### config.mk
export PLATFORM = sky130hd
export DESIGN_NAME = cswk_config
export DESIGN_NICKNAME = d
export VERILOG_FILES = /design/src/cswk_pkg.sv /design/src/cswk_config.sv
export SDC_FILE = /design/constraint.sdc
export NUM_CORES = 1
export LEC_CHECK = 0
export ABC_AREA = 1
export CAP_MARGIN = 10
export CORE_AREA = 3 3 135 137
export CTS_CLUSTER_DIAMETER = 80
export CTS_CLUSTER_SIZE = 20
export DETAILED_ROUTE_END_ITERATION = 10
export DIE_AREA = 0 0 138 140
export DONT_BUFFER_PORTS = 1
export GPL_ROUTABILITY_DRIVEN = 0
export HOLD_SLACK_MARGIN = 0.03
export SETUP_SLACK_MARGIN = 0.15
export SYNTH_ARGS = -nofsm -noshare
export SYNTH_HDL_FRONTEND = slang
export SYNTH_SLANG_ARGS = --single-unit
export TNS_END_PERCENT = 30
### constraint.sdc
create_clock -name core_clk -period 6.71 [get_ports core_clk]
set_clock_uncertainty 0.05 [all_clocks]
set_input_delay 0.3355 -clock core_clk [delete_from_list [all_inputs] [get_ports core_clk]]
set_output_delay 0.3355 -clock core_clk [all_outputs]
set_load 0.005 [all_outputs]
### src/cswk_pkg.sv
/*
 * Package for the CAN selective wake configuration bank: register
 * addresses, field positions, reset values and the carrier types.
 * Assumes a 7-bit register address and 8-bit registers on a 16-bit
 * serial frame.
 */
package cswk_pkg;

    // register addresses (7-bit serial address space)
    localparam logic [6:0] ADDR_CTRL = 7'h20;
    localparam logic [6:0] ADDR_TIMING_QUANTA = 7'h21;
    localparam logic [6:0] ADDR_TIMING_SAMPLE = 7'h22;
    localparam logic [6:0] ADDR_ID_TOP = 7'h23;
    localparam logic [6:0] ADDR_ID_UPPER = 7'h24;
    localparam logic [6:0] ADDR_ID_LOWER = 7'h25;
    localparam logic [6:0] ADDR_ID_LOW_FLAGS = 7'h26;
    localparam logic [6:0] ADDR_COMPARE_TOP = 7'h27;
    localparam logic [6:0] ADDR_WAKE_OPTION = 7'h35;

    // control register fields
    localparam int CTRL_OSC_CALIB_BIT = 7;
    localparam int CTRL_UNLOCK_HI = 6;
    localparam int CTRL_UNLOCK_LO = 5;
    localparam int CTRL_TIMEOUT_IRQ_BIT = 4;
    localparam int CTRL_VALID_BIT = 0;
    localparam logic [1:0] UNLOCK_KEY = 2'h3;
    localparam logic [7:0] CTRL_WRITE_MASK = 8'hf1;

    // bit-timing and identifier fields
    localparam logic [7:0] SAMPLE_WRITE_MASK = 8'h3f;
    localparam logic [7:0] ID_LOW_WRITE_MASK = 8'h7f;
    localparam int ID_LOW_ID_HI = 6;
    localparam int ID_LOW_ID_LO = 2;
    localparam int ID_LOW_RTR_BIT = 1;
    localparam int ID_LOW_IDE_BIT = 0;
    localparam int SAMPLE_FRAC_BITS = 6;
    localparam logic [20:0] STD_LOW_COMPARE = 21'h1c_0000;
    localparam logic [20:0] EXT_LOW_COMPARE = 21'h1f_ffff;

    // reset values
    localparam logic [7:0] RST_CTRL = 8'h00;
    localparam logic [7:0] RST_TIMING_QUANTA = 8'ha0;
    localparam logic [7:0] RST_TIMING_SAMPLE = 8'h33;
    localparam logic [7:0] RST_ID = 8'h00;
    localparam logic [7:0] RST_COMPARE = 8'h00;
    localparam logic [7:0] RST_OPTION = 8'h00;

    // serial frame layout, first bit on the wire is bit 0
    localparam int FRAME_BITS = 16;
    localparam int FRAME_RW_BIT = 7;
    localparam int FRAME_DATA_LO = 8;

    // a received frame header presented by the receiver datapath
    typedef struct packed {
        logic [28:0] id;
        logic ide;
        logic rtr;
    } cswk_rx_hdr_t;

    // a decoded register write
    typedef struct packed {
        logic strobe;
        logic [6:0] addr;
        logic [7:0] data;
    } cswk_wr_t;

endpackage : cswk_pkg

### src/cswk_config.sv
/*
 * CAN selective wake configuration bank with its 16-bit serial slave,
 * the bit-timing counter, the wake-frame identifier comparator and the
 * time-out interrupt path.
 * Assumes every input is synchronous to core_clk, the serial clock is
 * slow enough to be oversampled, and quantumTick comes from an outside
 * divider as a one-cycle enable.
 */
`timescale 1ns/1ns

// Overview of operation
// - calibration bit 7 set enters oscillator calibration, clear keeps it off
// - unlock field 6:5 unlocks only at 11, all other values stay locked
// - unlocked and enabled calibration takes the CAN transmit pin as reference
// - wake option register writes land only while unlock field is 11
// - time-out irq enable bit 4 gates CAN time-out onto interrupt pin
// - time-out flag updates only with selective wake mode bit set
// - reserved control 3:1, sample 7:6, low-id bit 7 read zero
// - host sets valid bit 0 after checking; wake enabled only while set (wakeFrameMatch here is not gated by it)
// - valid bit clears on wake event, reset or changed configuration data
// - in Stop mode any configuration register write clears valid bit
// - first timing register gives time quanta per CAN bit
// - six-bit sample field gives sampling point as fraction below one
// - 29-bit identifier spread over four registers, low bits at 6:2
// - low-id bit 0 selects standard or extended identifier format
// - compare-top bit 1 compares identifier bit, 0 ignores it
module cswk_config #(
    parameter int QUANTA_W = 8
) (
    input wire logic core_clk,
    input wire logic rst,
    input wire logic softRst,
    input wire logic spiCsN,
    input wire logic spiSclk,
    input wire logic spiSdi,
    output logic spiSdo,
    output logic spiSdoEn,
    input wire logic normalMode,
    input wire logic stopMode,
    input wire logic selectiveWakeModeEn,
    input wire logic canTimeoutEvent,
    input wire logic timeoutFlagClear,
    input wire logic wakeEvent,
    input wire logic canTxInputPin,
    input wire logic quantumTick,
    input wire logic bitSync,
    input wire logic rxFrameValid,
    input wire cswk_pkg::cswk_rx_hdr_t rxHdr,
    output logic intPinPulse,
    output logic canTimeoutFlag,
    output logic wakeConfigValid,
    output logic oscCalibMode,
    output logic trimRefActive,
    output logic trimRefSample,
    output logic altWakeRxSel,
    output logic samplePulse,
    output logic bitEndPulse,
    output logic wakeFrameMatch
);

    // the bit-timing fields are eight bits wide, nothing else is served
    if (QUANTA_W != 8) begin : gQuantaCheck
        $error("cswk_config: QUANTA_W must be 8");
    end

    // register storage
    logic [7:0] ctrl_reg;
    logic [7:0] quanta_reg;
    logic [7:0] sample_reg;
    logic [7:0] idTop_reg;
    logic [7:0] idUpper_reg;
    logic [7:0] idLower_reg;
    logic [7:0] idLowFlags_reg;
    logic [7:0] compareTop_reg;
    logic [7:0] option_reg;
    logic cfgValid_reg;

    // serial slave state
    logic sclkPrev_reg;
    logic csPrev_reg;
    logic [4:0] bitCnt_reg;
    logic [15:0] shiftIn_reg;
    logic [7:0] shiftOut_reg;
    logic sdo_reg;
    logic sdoEn_reg;
    cswk_pkg::cswk_wr_t wr;

    // derived strobes
    logic sclkRise;
    logic sclkFall;
    logic frameEnd;
    logic [6:0] peekAddr;
    logic [7:0] readData;
    logic unlocked;
    logic wakeRegWrite;
    logic cfgDataChanged;

    // edge detection on the oversampled serial clock and select
    assign sclkRise = spiSclk && !sclkPrev_reg && !spiCsN;
    assign sclkFall = !spiSclk && sclkPrev_reg && !spiCsN;
    assign frameEnd = spiCsN && !csPrev_reg;
    assign peekAddr = shiftIn_reg[15:9];

    always_ff @(posedge core_clk or posedge rst) begin
        if (rst) begin
            sclkPrev_reg <= 1'b0;
            csPrev_reg <= 1'b1;
        end else begin
            sclkPrev_reg <= spiSclk;
            csPrev_reg <= spiCsN;
        end
    end

    // shift in, first bit lands lowest once the frame is complete
    always_ff @(posedge core_clk or posedge rst) begin
        if (rst) begin
            shiftIn_reg <= 16'h0000;
            bitCnt_reg <= 5'h00;
        end else if (spiCsN) begin
            bitCnt_reg <= 5'h00;
        end else if (sclkRise) begin
            shiftIn_reg <= {spiSdi, shiftIn_reg[15:1]};
            // saturate so an overlong frame is never taken as 16 bits
            if (bitCnt_reg != 5'h1f) begin
                bitCnt_reg <= bitCnt_reg + 5'h01;
            end
        end
    end

    // read data is fetched once the address is in, shifted out on falls
    always_ff @(posedge core_clk or posedge rst) begin
        if (rst) begin
            shiftOut_reg <= 8'h00;
            sdo_reg <= 1'b0;
            sdoEn_reg <= 1'b0;
        end else begin
            sdoEn_reg <= !spiCsN;
            if (spiCsN) begin
                sdo_reg <= 1'b0;
            end else if (sclkRise && bitCnt_reg == 5'h07) begin
                shiftOut_reg <= readData;
            end else if (sclkFall && bitCnt_reg >= 5'h08 && bitCnt_reg <= 5'h0f) begin
                sdo_reg <= shiftOut_reg[0];
                shiftOut_reg <= {1'b0, shiftOut_reg[7:1]};
            end
        end
    end

    // a write is committed only by a frame of exactly sixteen bits
    always_comb begin
        wr.strobe = frameEnd && bitCnt_reg == 5'(cswk_pkg::FRAME_BITS)
            && shiftIn_reg[cswk_pkg::FRAME_RW_BIT];
        wr.addr = shiftIn_reg[6:0];
        wr.data = shiftIn_reg[15:cswk_pkg::FRAME_DATA_LO];
    end

    // readback; peekAddr holds the whole address only at the eighth rise
    always_comb begin
        if (peekAddr == cswk_pkg::ADDR_CTRL) begin
            readData = {ctrl_reg[7:4], 3'b000, cfgValid_reg};
        end else if (peekAddr == cswk_pkg::ADDR_TIMING_QUANTA) begin
            readData = quanta_reg;
        end else if (peekAddr == cswk_pkg::ADDR_TIMING_SAMPLE) begin
            readData = sample_reg & cswk_pkg::SAMPLE_WRITE_MASK;
        end else if (peekAddr == cswk_pkg::ADDR_ID_TOP) begin
            readData = idTop_reg;
        end else if (peekAddr == cswk_pkg::ADDR_ID_UPPER) begin
            readData = idUpper_reg;
        end else if (peekAddr == cswk_pkg::ADDR_ID_LOWER) begin
            readData = idLower_reg;
        end else if (peekAddr == cswk_pkg::ADDR_ID_LOW_FLAGS) begin
            readData = idLowFlags_reg & cswk_pkg::ID_LOW_WRITE_MASK;
        end else if (peekAddr == cswk_pkg::ADDR_COMPARE_TOP) begin
            readData = compareTop_reg;
        end else if (peekAddr == cswk_pkg::ADDR_WAKE_OPTION) begin
            readData = option_reg;
        end else begin
            readData = 8'h00;
        end
    end

    assign unlocked = ctrl_reg[cswk_pkg::CTRL_UNLOCK_HI:cswk_pkg::CTRL_UNLOCK_LO]
        == cswk_pkg::UNLOCK_KEY;

    // any write into the bank, option register included
    assign wakeRegWrite = wr.strobe && ((wr.addr >= cswk_pkg::ADDR_CTRL
        && wr.addr <= cswk_pkg::ADDR_COMPARE_TOP) || wr.addr == cswk_pkg::ADDR_WAKE_OPTION);

    // a write that really alters stored configuration data
    always_comb begin
        cfgDataChanged = 1'b0;
        if (wr.strobe) begin
            if (wr.addr == cswk_pkg::ADDR_TIMING_QUANTA) begin
                cfgDataChanged = wr.data != quanta_reg;
            end else if (wr.addr == cswk_pkg::ADDR_TIMING_SAMPLE) begin
                cfgDataChanged = (wr.data & cswk_pkg::SAMPLE_WRITE_MASK) != sample_reg;
            end else if (wr.addr == cswk_pkg::ADDR_ID_TOP) begin
                cfgDataChanged = wr.data != idTop_reg;
            end else if (wr.addr == cswk_pkg::ADDR_ID_UPPER) begin
                cfgDataChanged = wr.data != idUpper_reg;
            end else if (wr.addr == cswk_pkg::ADDR_ID_LOWER) begin
                cfgDataChanged = wr.data != idLower_reg;
            end else if (wr.addr == cswk_pkg::ADDR_ID_LOW_FLAGS) begin
                cfgDataChanged = (wr.data & cswk_pkg::ID_LOW_WRITE_MASK) != idLowFlags_reg;
            end else if (wr.addr == cswk_pkg::ADDR_COMPARE_TOP) begin
                cfgDataChanged = wr.data != compareTop_reg;
            end else if (wr.addr == cswk_pkg::ADDR_WAKE_OPTION && unlocked) begin
                cfgDataChanged = wr.data != option_reg;
            end
        end
    end

    // configuration registers; soft reset restores the reset values
    always_ff @(posedge core_clk or posedge rst) begin
        if (rst) begin
            ctrl_reg <= cswk_pkg::RST_CTRL;
            quanta_reg <= cswk_pkg::RST_TIMING_QUANTA;
            sample_reg <= cswk_pkg::RST_TIMING_SAMPLE;
            idTop_reg <= cswk_pkg::RST_ID;
            idUpper_reg <= cswk_pkg::RST_ID;
            idLower_reg <= cswk_pkg::RST_ID;
            idLowFlags_reg <= cswk_pkg::RST_ID;
            compareTop_reg <= cswk_pkg::RST_COMPARE;
        end else if (softRst) begin
            ctrl_reg <= cswk_pkg::RST_CTRL;
            quanta_reg <= cswk_pkg::RST_TIMING_QUANTA;
            sample_reg <= cswk_pkg::RST_TIMING_SAMPLE;
            idTop_reg <= cswk_pkg::RST_ID;
            idUpper_reg <= cswk_pkg::RST_ID;
            idLower_reg <= cswk_pkg::RST_ID;
            idLowFlags_reg <= cswk_pkg::RST_ID;
            compareTop_reg <= cswk_pkg::RST_COMPARE;
        end else if (wr.strobe) begin
            if (wr.addr == cswk_pkg::ADDR_CTRL) begin
                ctrl_reg <= wr.data & cswk_pkg::CTRL_WRITE_MASK;
            end else if (wr.addr == cswk_pkg::ADDR_TIMING_QUANTA) begin
                quanta_reg <= wr.data;
            end else if (wr.addr == cswk_pkg::ADDR_TIMING_SAMPLE) begin
                sample_reg <= wr.data & cswk_pkg::SAMPLE_WRITE_MASK;
            end else if (wr.addr == cswk_pkg::ADDR_ID_TOP) begin
                idTop_reg <= wr.data;
            end else if (wr.addr == cswk_pkg::ADDR_ID_UPPER) begin
                idUpper_reg <= wr.data;
            end else if (wr.addr == cswk_pkg::ADDR_ID_LOWER) begin
                idLower_reg <= wr.data;
            end else if (wr.addr == cswk_pkg::ADDR_ID_LOW_FLAGS) begin
                idLowFlags_reg <= wr.data & cswk_pkg::ID_LOW_WRITE_MASK;
            end else if (wr.addr == cswk_pkg::ADDR_COMPARE_TOP) begin
                compareTop_reg <= wr.data;
            end
        end
    end

    // option register guarded by the unlock key
    always_ff @(posedge core_clk or posedge rst) begin
        if (rst) begin
            option_reg <= cswk_pkg::RST_OPTION;
        end else if (softRst) begin
            option_reg <= cswk_pkg::RST_OPTION;
        end else if (wr.strobe && wr.addr == cswk_pkg::ADDR_WAKE_OPTION && unlocked) begin
            option_reg <= wr.data;
        end
    end

    // valid flag: every clear cause outranks the host setting it
    always_ff @(posedge core_clk or posedge rst) begin
        if (rst) begin
            cfgValid_reg <= 1'b0;
        end else if (softRst || wakeEvent || cfgDataChanged) begin
            cfgValid_reg <= 1'b0;
        end else if (stopMode && wakeRegWrite) begin
            cfgValid_reg <= 1'b0;
        end else if (wr.strobe && wr.addr == cswk_pkg::ADDR_CTRL) begin
            cfgValid_reg <= wr.data[cswk_pkg::CTRL_VALID_BIT];
        end
    end

    // time-out flag; a new event wins over a clear in the same cycle
    always_ff @(posedge core_clk or posedge rst) begin
        if (rst) begin
            canTimeoutFlag <= 1'b0;
        end else if (canTimeoutEvent && selectiveWakeModeEn) begin
            canTimeoutFlag <= 1'b1;
        end else if (timeoutFlagClear) begin
            canTimeoutFlag <= 1'b0;
        end
    end

    // interrupt pulse only from a time-out that actually updates the flag
    always_ff @(posedge core_clk or posedge rst) begin
        if (rst) begin
            intPinPulse <= 1'b0;
        end else begin
            intPinPulse <= canTimeoutEvent && selectiveWakeModeEn
                && (normalMode || stopMode) && ctrl_reg[cswk_pkg::CTRL_TIMEOUT_IRQ_BIT];
        end
    end

    // oscillator calibration outputs, reference sampled from the tx pin
    always_ff @(posedge core_clk or posedge rst) begin
        if (rst) begin
            oscCalibMode <= 1'b0;
            trimRefActive <= 1'b0;
            trimRefSample <= 1'b0;
        end else begin
            oscCalibMode <= ctrl_reg[cswk_pkg::CTRL_OSC_CALIB_BIT];
            trimRefActive <= ctrl_reg[cswk_pkg::CTRL_OSC_CALIB_BIT] && unlocked;
            trimRefSample <= ctrl_reg[cswk_pkg::CTRL_OSC_CALIB_BIT] && unlocked && canTxInputPin;
        end
    end

    // plain registered copies of state for the rest of the chip
    always_ff @(posedge core_clk or posedge rst) begin
        if (rst) begin
            wakeConfigValid <= 1'b0;
            altWakeRxSel <= 1'b0;
        end else begin
            wakeConfigValid <= cfgValid_reg;
            altWakeRxSel <= option_reg[0];
        end
    end

    assign spiSdo = sdo_reg;
    assign spiSdoEn = sdoEn_reg;

    // bit-timing counter; a zero quanta setting simply runs 256 quanta
    logic [QUANTA_W-1:0] quantaCnt_reg;
    logic [QUANTA_W+5:0] sampleProduct;
    logic [QUANTA_W-1:0] samplePos;

    // position is quanta times field over 64
    assign sampleProduct = quanta_reg * sample_reg[cswk_pkg::SAMPLE_FRAC_BITS-1:0];
    assign samplePos = sampleProduct[QUANTA_W+5:cswk_pkg::SAMPLE_FRAC_BITS];

    always_ff @(posedge core_clk or posedge rst) begin
        if (rst) begin
            quantaCnt_reg <= '0;
            samplePulse <= 1'b0;
            bitEndPulse <= 1'b0;
        end else begin
            samplePulse <= 1'b0;
            bitEndPulse <= 1'b0;
            if (bitSync) begin
                quantaCnt_reg <= '0;
            end else if (quantumTick) begin
                samplePulse <= quantaCnt_reg == samplePos;
                if (quantaCnt_reg == quanta_reg - 8'h01) begin
                    quantaCnt_reg <= '0;
                    bitEndPulse <= 1'b1;
                end else begin
                    quantaCnt_reg <= quantaCnt_reg + 8'h01;
                end
            end
        end
    end

    // identifier comparator
    logic [28:0] cfgId;
    logic [28:0] compareMask;
    logic idMatch;

    assign cfgId = {idTop_reg, idUpper_reg, idLower_reg,
        idLowFlags_reg[cswk_pkg::ID_LOW_ID_HI:cswk_pkg::ID_LOW_ID_LO]};
    assign compareMask = {compareTop_reg, idLowFlags_reg[cswk_pkg::ID_LOW_IDE_BIT]
        ? cswk_pkg::EXT_LOW_COMPARE : cswk_pkg::STD_LOW_COMPARE};

    always_comb begin
        idMatch = 1'b1;
        for (int i = 0; i < 29; i++) begin
            if (compareMask[i] && rxHdr.id[i] != cfgId[i]) begin
                idMatch = 1'b0;
            end
        end
    end

    always_ff @(posedge core_clk or posedge rst) begin
        if (rst) begin
            wakeFrameMatch <= 1'b0;
        end else begin
            wakeFrameMatch <= rxFrameValid && idMatch
                && rxHdr.ide == idLowFlags_reg[cswk_pkg::ID_LOW_IDE_BIT]
                && rxHdr.rtr == idLowFlags_reg[cswk_pkg::ID_LOW_RTR_BIT];
        end
    end

endmodule : cswk_config

==> results.cfg <==
[logic_synthesis]
synthTopCellsByArea = dfrtp_1, nand2_1, inv_1
syn-num-nets = 1204
synth-async-reset-ratio_pct = 100
synth_top_area_cell = dfrtp_1
synth_flop_cell = dfrtp_1
synth_top_area_share_pct = 32.5
syn_inst = 1108
ys.warnings.count = 0
synth_seq_cells = 117
synth_area_per_cell_um2 = 7.65
syn_area_um2 = 8470
synthDistinctLibCells = 57
seq_area_frac_synth_pct = 34.7
synth_edf_count = 0

[status]
status = completed

[clock_network]
cts_root_buffer = clkbuf_16
tritoncts = yes
cts_inserted_buffers = 17
clock_latency_ns = 0.42
post_cts_resized = 0
clockBufferDepth = 2
clk_pin_slew_ns = 0.06
cts_sinks = 117
cts.htree.levels = 4

[routing]
drc = 0
dr_total_vias = 7183
drt-vias-per-instance = 5.36
ant_nets = 0
detail_route.wl_per_cell_um = 17.7
dr.pass1.iters = 5
drt_iter0_drc = 452
drt_wl_total_mm = 23.7

[sta]
whs_ns = 0.0494
period_share_pct = 60.7
slew_headroom_pct = 28.2
rsz0062_at_grt = no
fmax_ghz = 0.246
hold_viol = 0
setup_violations = 0
worst_slew_pin_slew_ns = 1.07
finalMaxSlewViolations = 0
setup_ws_ns = 2.64
period_needed_ns = 4.07
fin_tns_setup_ns = 0

[job]
maxCapViolCount = 0

[critical_path]
rr_endpoint = samplePulse
r2r_start = sample_reg[5]
path_max_fanout = 12
end_kind = flip-flop
cp-start-kind = flip-flop
reg2reg_depth = 16
critPathArrivalTime_ns = 4.32
critical_path_class = flip-flop to flip-flop
r2r_slack_ns = 2.64
crit_required_ns = 6.96

[layout]
antenna_cells = 0
area_growth_pct = 9.14
layout_common_cells = nand2_1, inv_1, dfrtp_1
drive_gt1_share_pct = 6.82
largest_register_ffs = 16
nNetsFinal = 1200
final_core_util_pct = 53.8
register_area_um2 = 2940
multi_input_area_um2 = 4700
fillers = 1702
final_common_cell = nand2_1

[min_path]
whs_endpoint = cfgValid_reg
min_delay_path_depth = 3
hp-class = input port to flip-flop
worst_hold_startpoint = wakeEvent

[placed_design]
pre_cts_slack_ns = 2.64
dp_hpwl_mm = 17.7
io_buffers = 0

[power_and_ir_drop]
p_leak_nw = 4.50
ir_drop_v = 0.000172
powerDensity_nw_per_um2 = 277

[floorplanning]
rows = 48
core-area_um2 = 17200
io_pins = 59
start_util_pct = 49.3
dieArea_um2 = 19300
die_x_um = 138
dieHeight_um = 140

[global_route]
overflow = 0
grt_pass1_vias = 7121
grt_max_degree = 68
antenna_found_initial = 0
grt_pass1_wl_mm = 38.9
grt_usage_pct = 25.4
-- critical path: stages, from the launching register on --
cell and delay, ns:
dfstp_2 0.66, nand2_1 0.11, fa_1 0.52, fa_1 0.52, fa_1 0.54, inv_1 0.04
ha_1 0.31, a21oi_1 0.27, o21a_1 0.17, nand2_1 0.06, nand2_2 0.09, nand2_2 0.08
nand2_1 0.09, nand2_1 0.07, a21boi_1 0.15, xor2_1 0.16, nor2_1 0.06
-- metal layers --
metal,routed length (um),vias up,part of all wire [%],track usage [%]
met5,0,-,0,0
met4,586,0,2.5,8.37
met3,1520,43,6.4,6.04
met2,11000,218,46,40.6
met1,10600,3383,45,34.3
li1,-,3539,-,-
-- where the power goes --
part	total [mW]	switching [mW]	internal (mW)
sequential	0.945	0.158	0.787
clock	0.874	0.325	0.550
combinational	0.739	0.446	0.293
total	2.56	0.929	1.63
-- worst max-delay path by stage --
stage,from,to,slack [ns],cells past startpoint
after floorplan,sample_reg[5],samplePulse,2.73,17
after global placement,sample_reg[5],samplePulse,2.71,16
after detailed placement,sample_reg[5],samplePulse,2.64,16
after CTS,sample_reg[5],samplePulse,2.63,16
after global routing,sample_reg[5],samplePulse,2.34,16
final,sample_reg[5],samplePulse,2.64,16
-- metrics by stage --
| step | cell area, um^2 | total power, mW | cells |
|---|---|---|---|
| detailed placement | 8580 | 1.68 | 1299 |
| floorplan | 8470 | 1.50 | 1108 |
| finish | 9250 | 2.56 | 1340 |
| global placement | 8580 | 1.67 | 1299 |
| global route | 9250 | 2.74 | 1340 |
| CTS | 9250 | 2.57 | 1340 |
-- layout make-up --
| class | instances | area share [%] |
|---|---|---|
| multi-input cells | 785 | 50.9 |
| flip-flops and latches | 117 | 31.8 |
| inverters | 170 | 6.95 |
| clock buffers | 21 | 4.87 |
| well taps | 225 | 3.04 |
| repair buffers | 13 | 1.35 |
| clock inverters | 9 | 1.15 |
-- logic make-up (layout without fill, tap and decap cells) --
family                   after synthesis  after routing  synth area share (%)
XOR/XNOR                              88             88                  9.10
AND/OR/NAND/NOR                      460            460                  23.9
flip-flops                           117            117                  34.7
multiplexers                           3              3                 0.399
adder cells (fa/ha/maj)               49             49                  9.36
AO/OA/AOI/OAI                        185            185                  12.8
buffers and inverters                206            213                  9.82
-- Yosys cell counts, types with 11 or more instances --
library cell / count
o21ai_0: 83
a21oi_1: 57
nand4_1: 19
xor2_1: 56
nor2_1: 75
ha_1: 25
buf_2: 14
nand2_1: 273
inv_1: 161
dfrtp_1: 110
fa_1: 24
clkbuf_1: 13
xnor2_1: 32
nor3_1: 11
nor4_1: 12
nand3_1: 38
-- what timing repair did --
| action | in CTS | in global routing |
|---|---|---|
| setup buffers | 0 | 0 |
| endpoints found under the hold margin | 63 | 0 |
| hold buffers | 11 | 0 |
(Power assumes the default switching activity.)
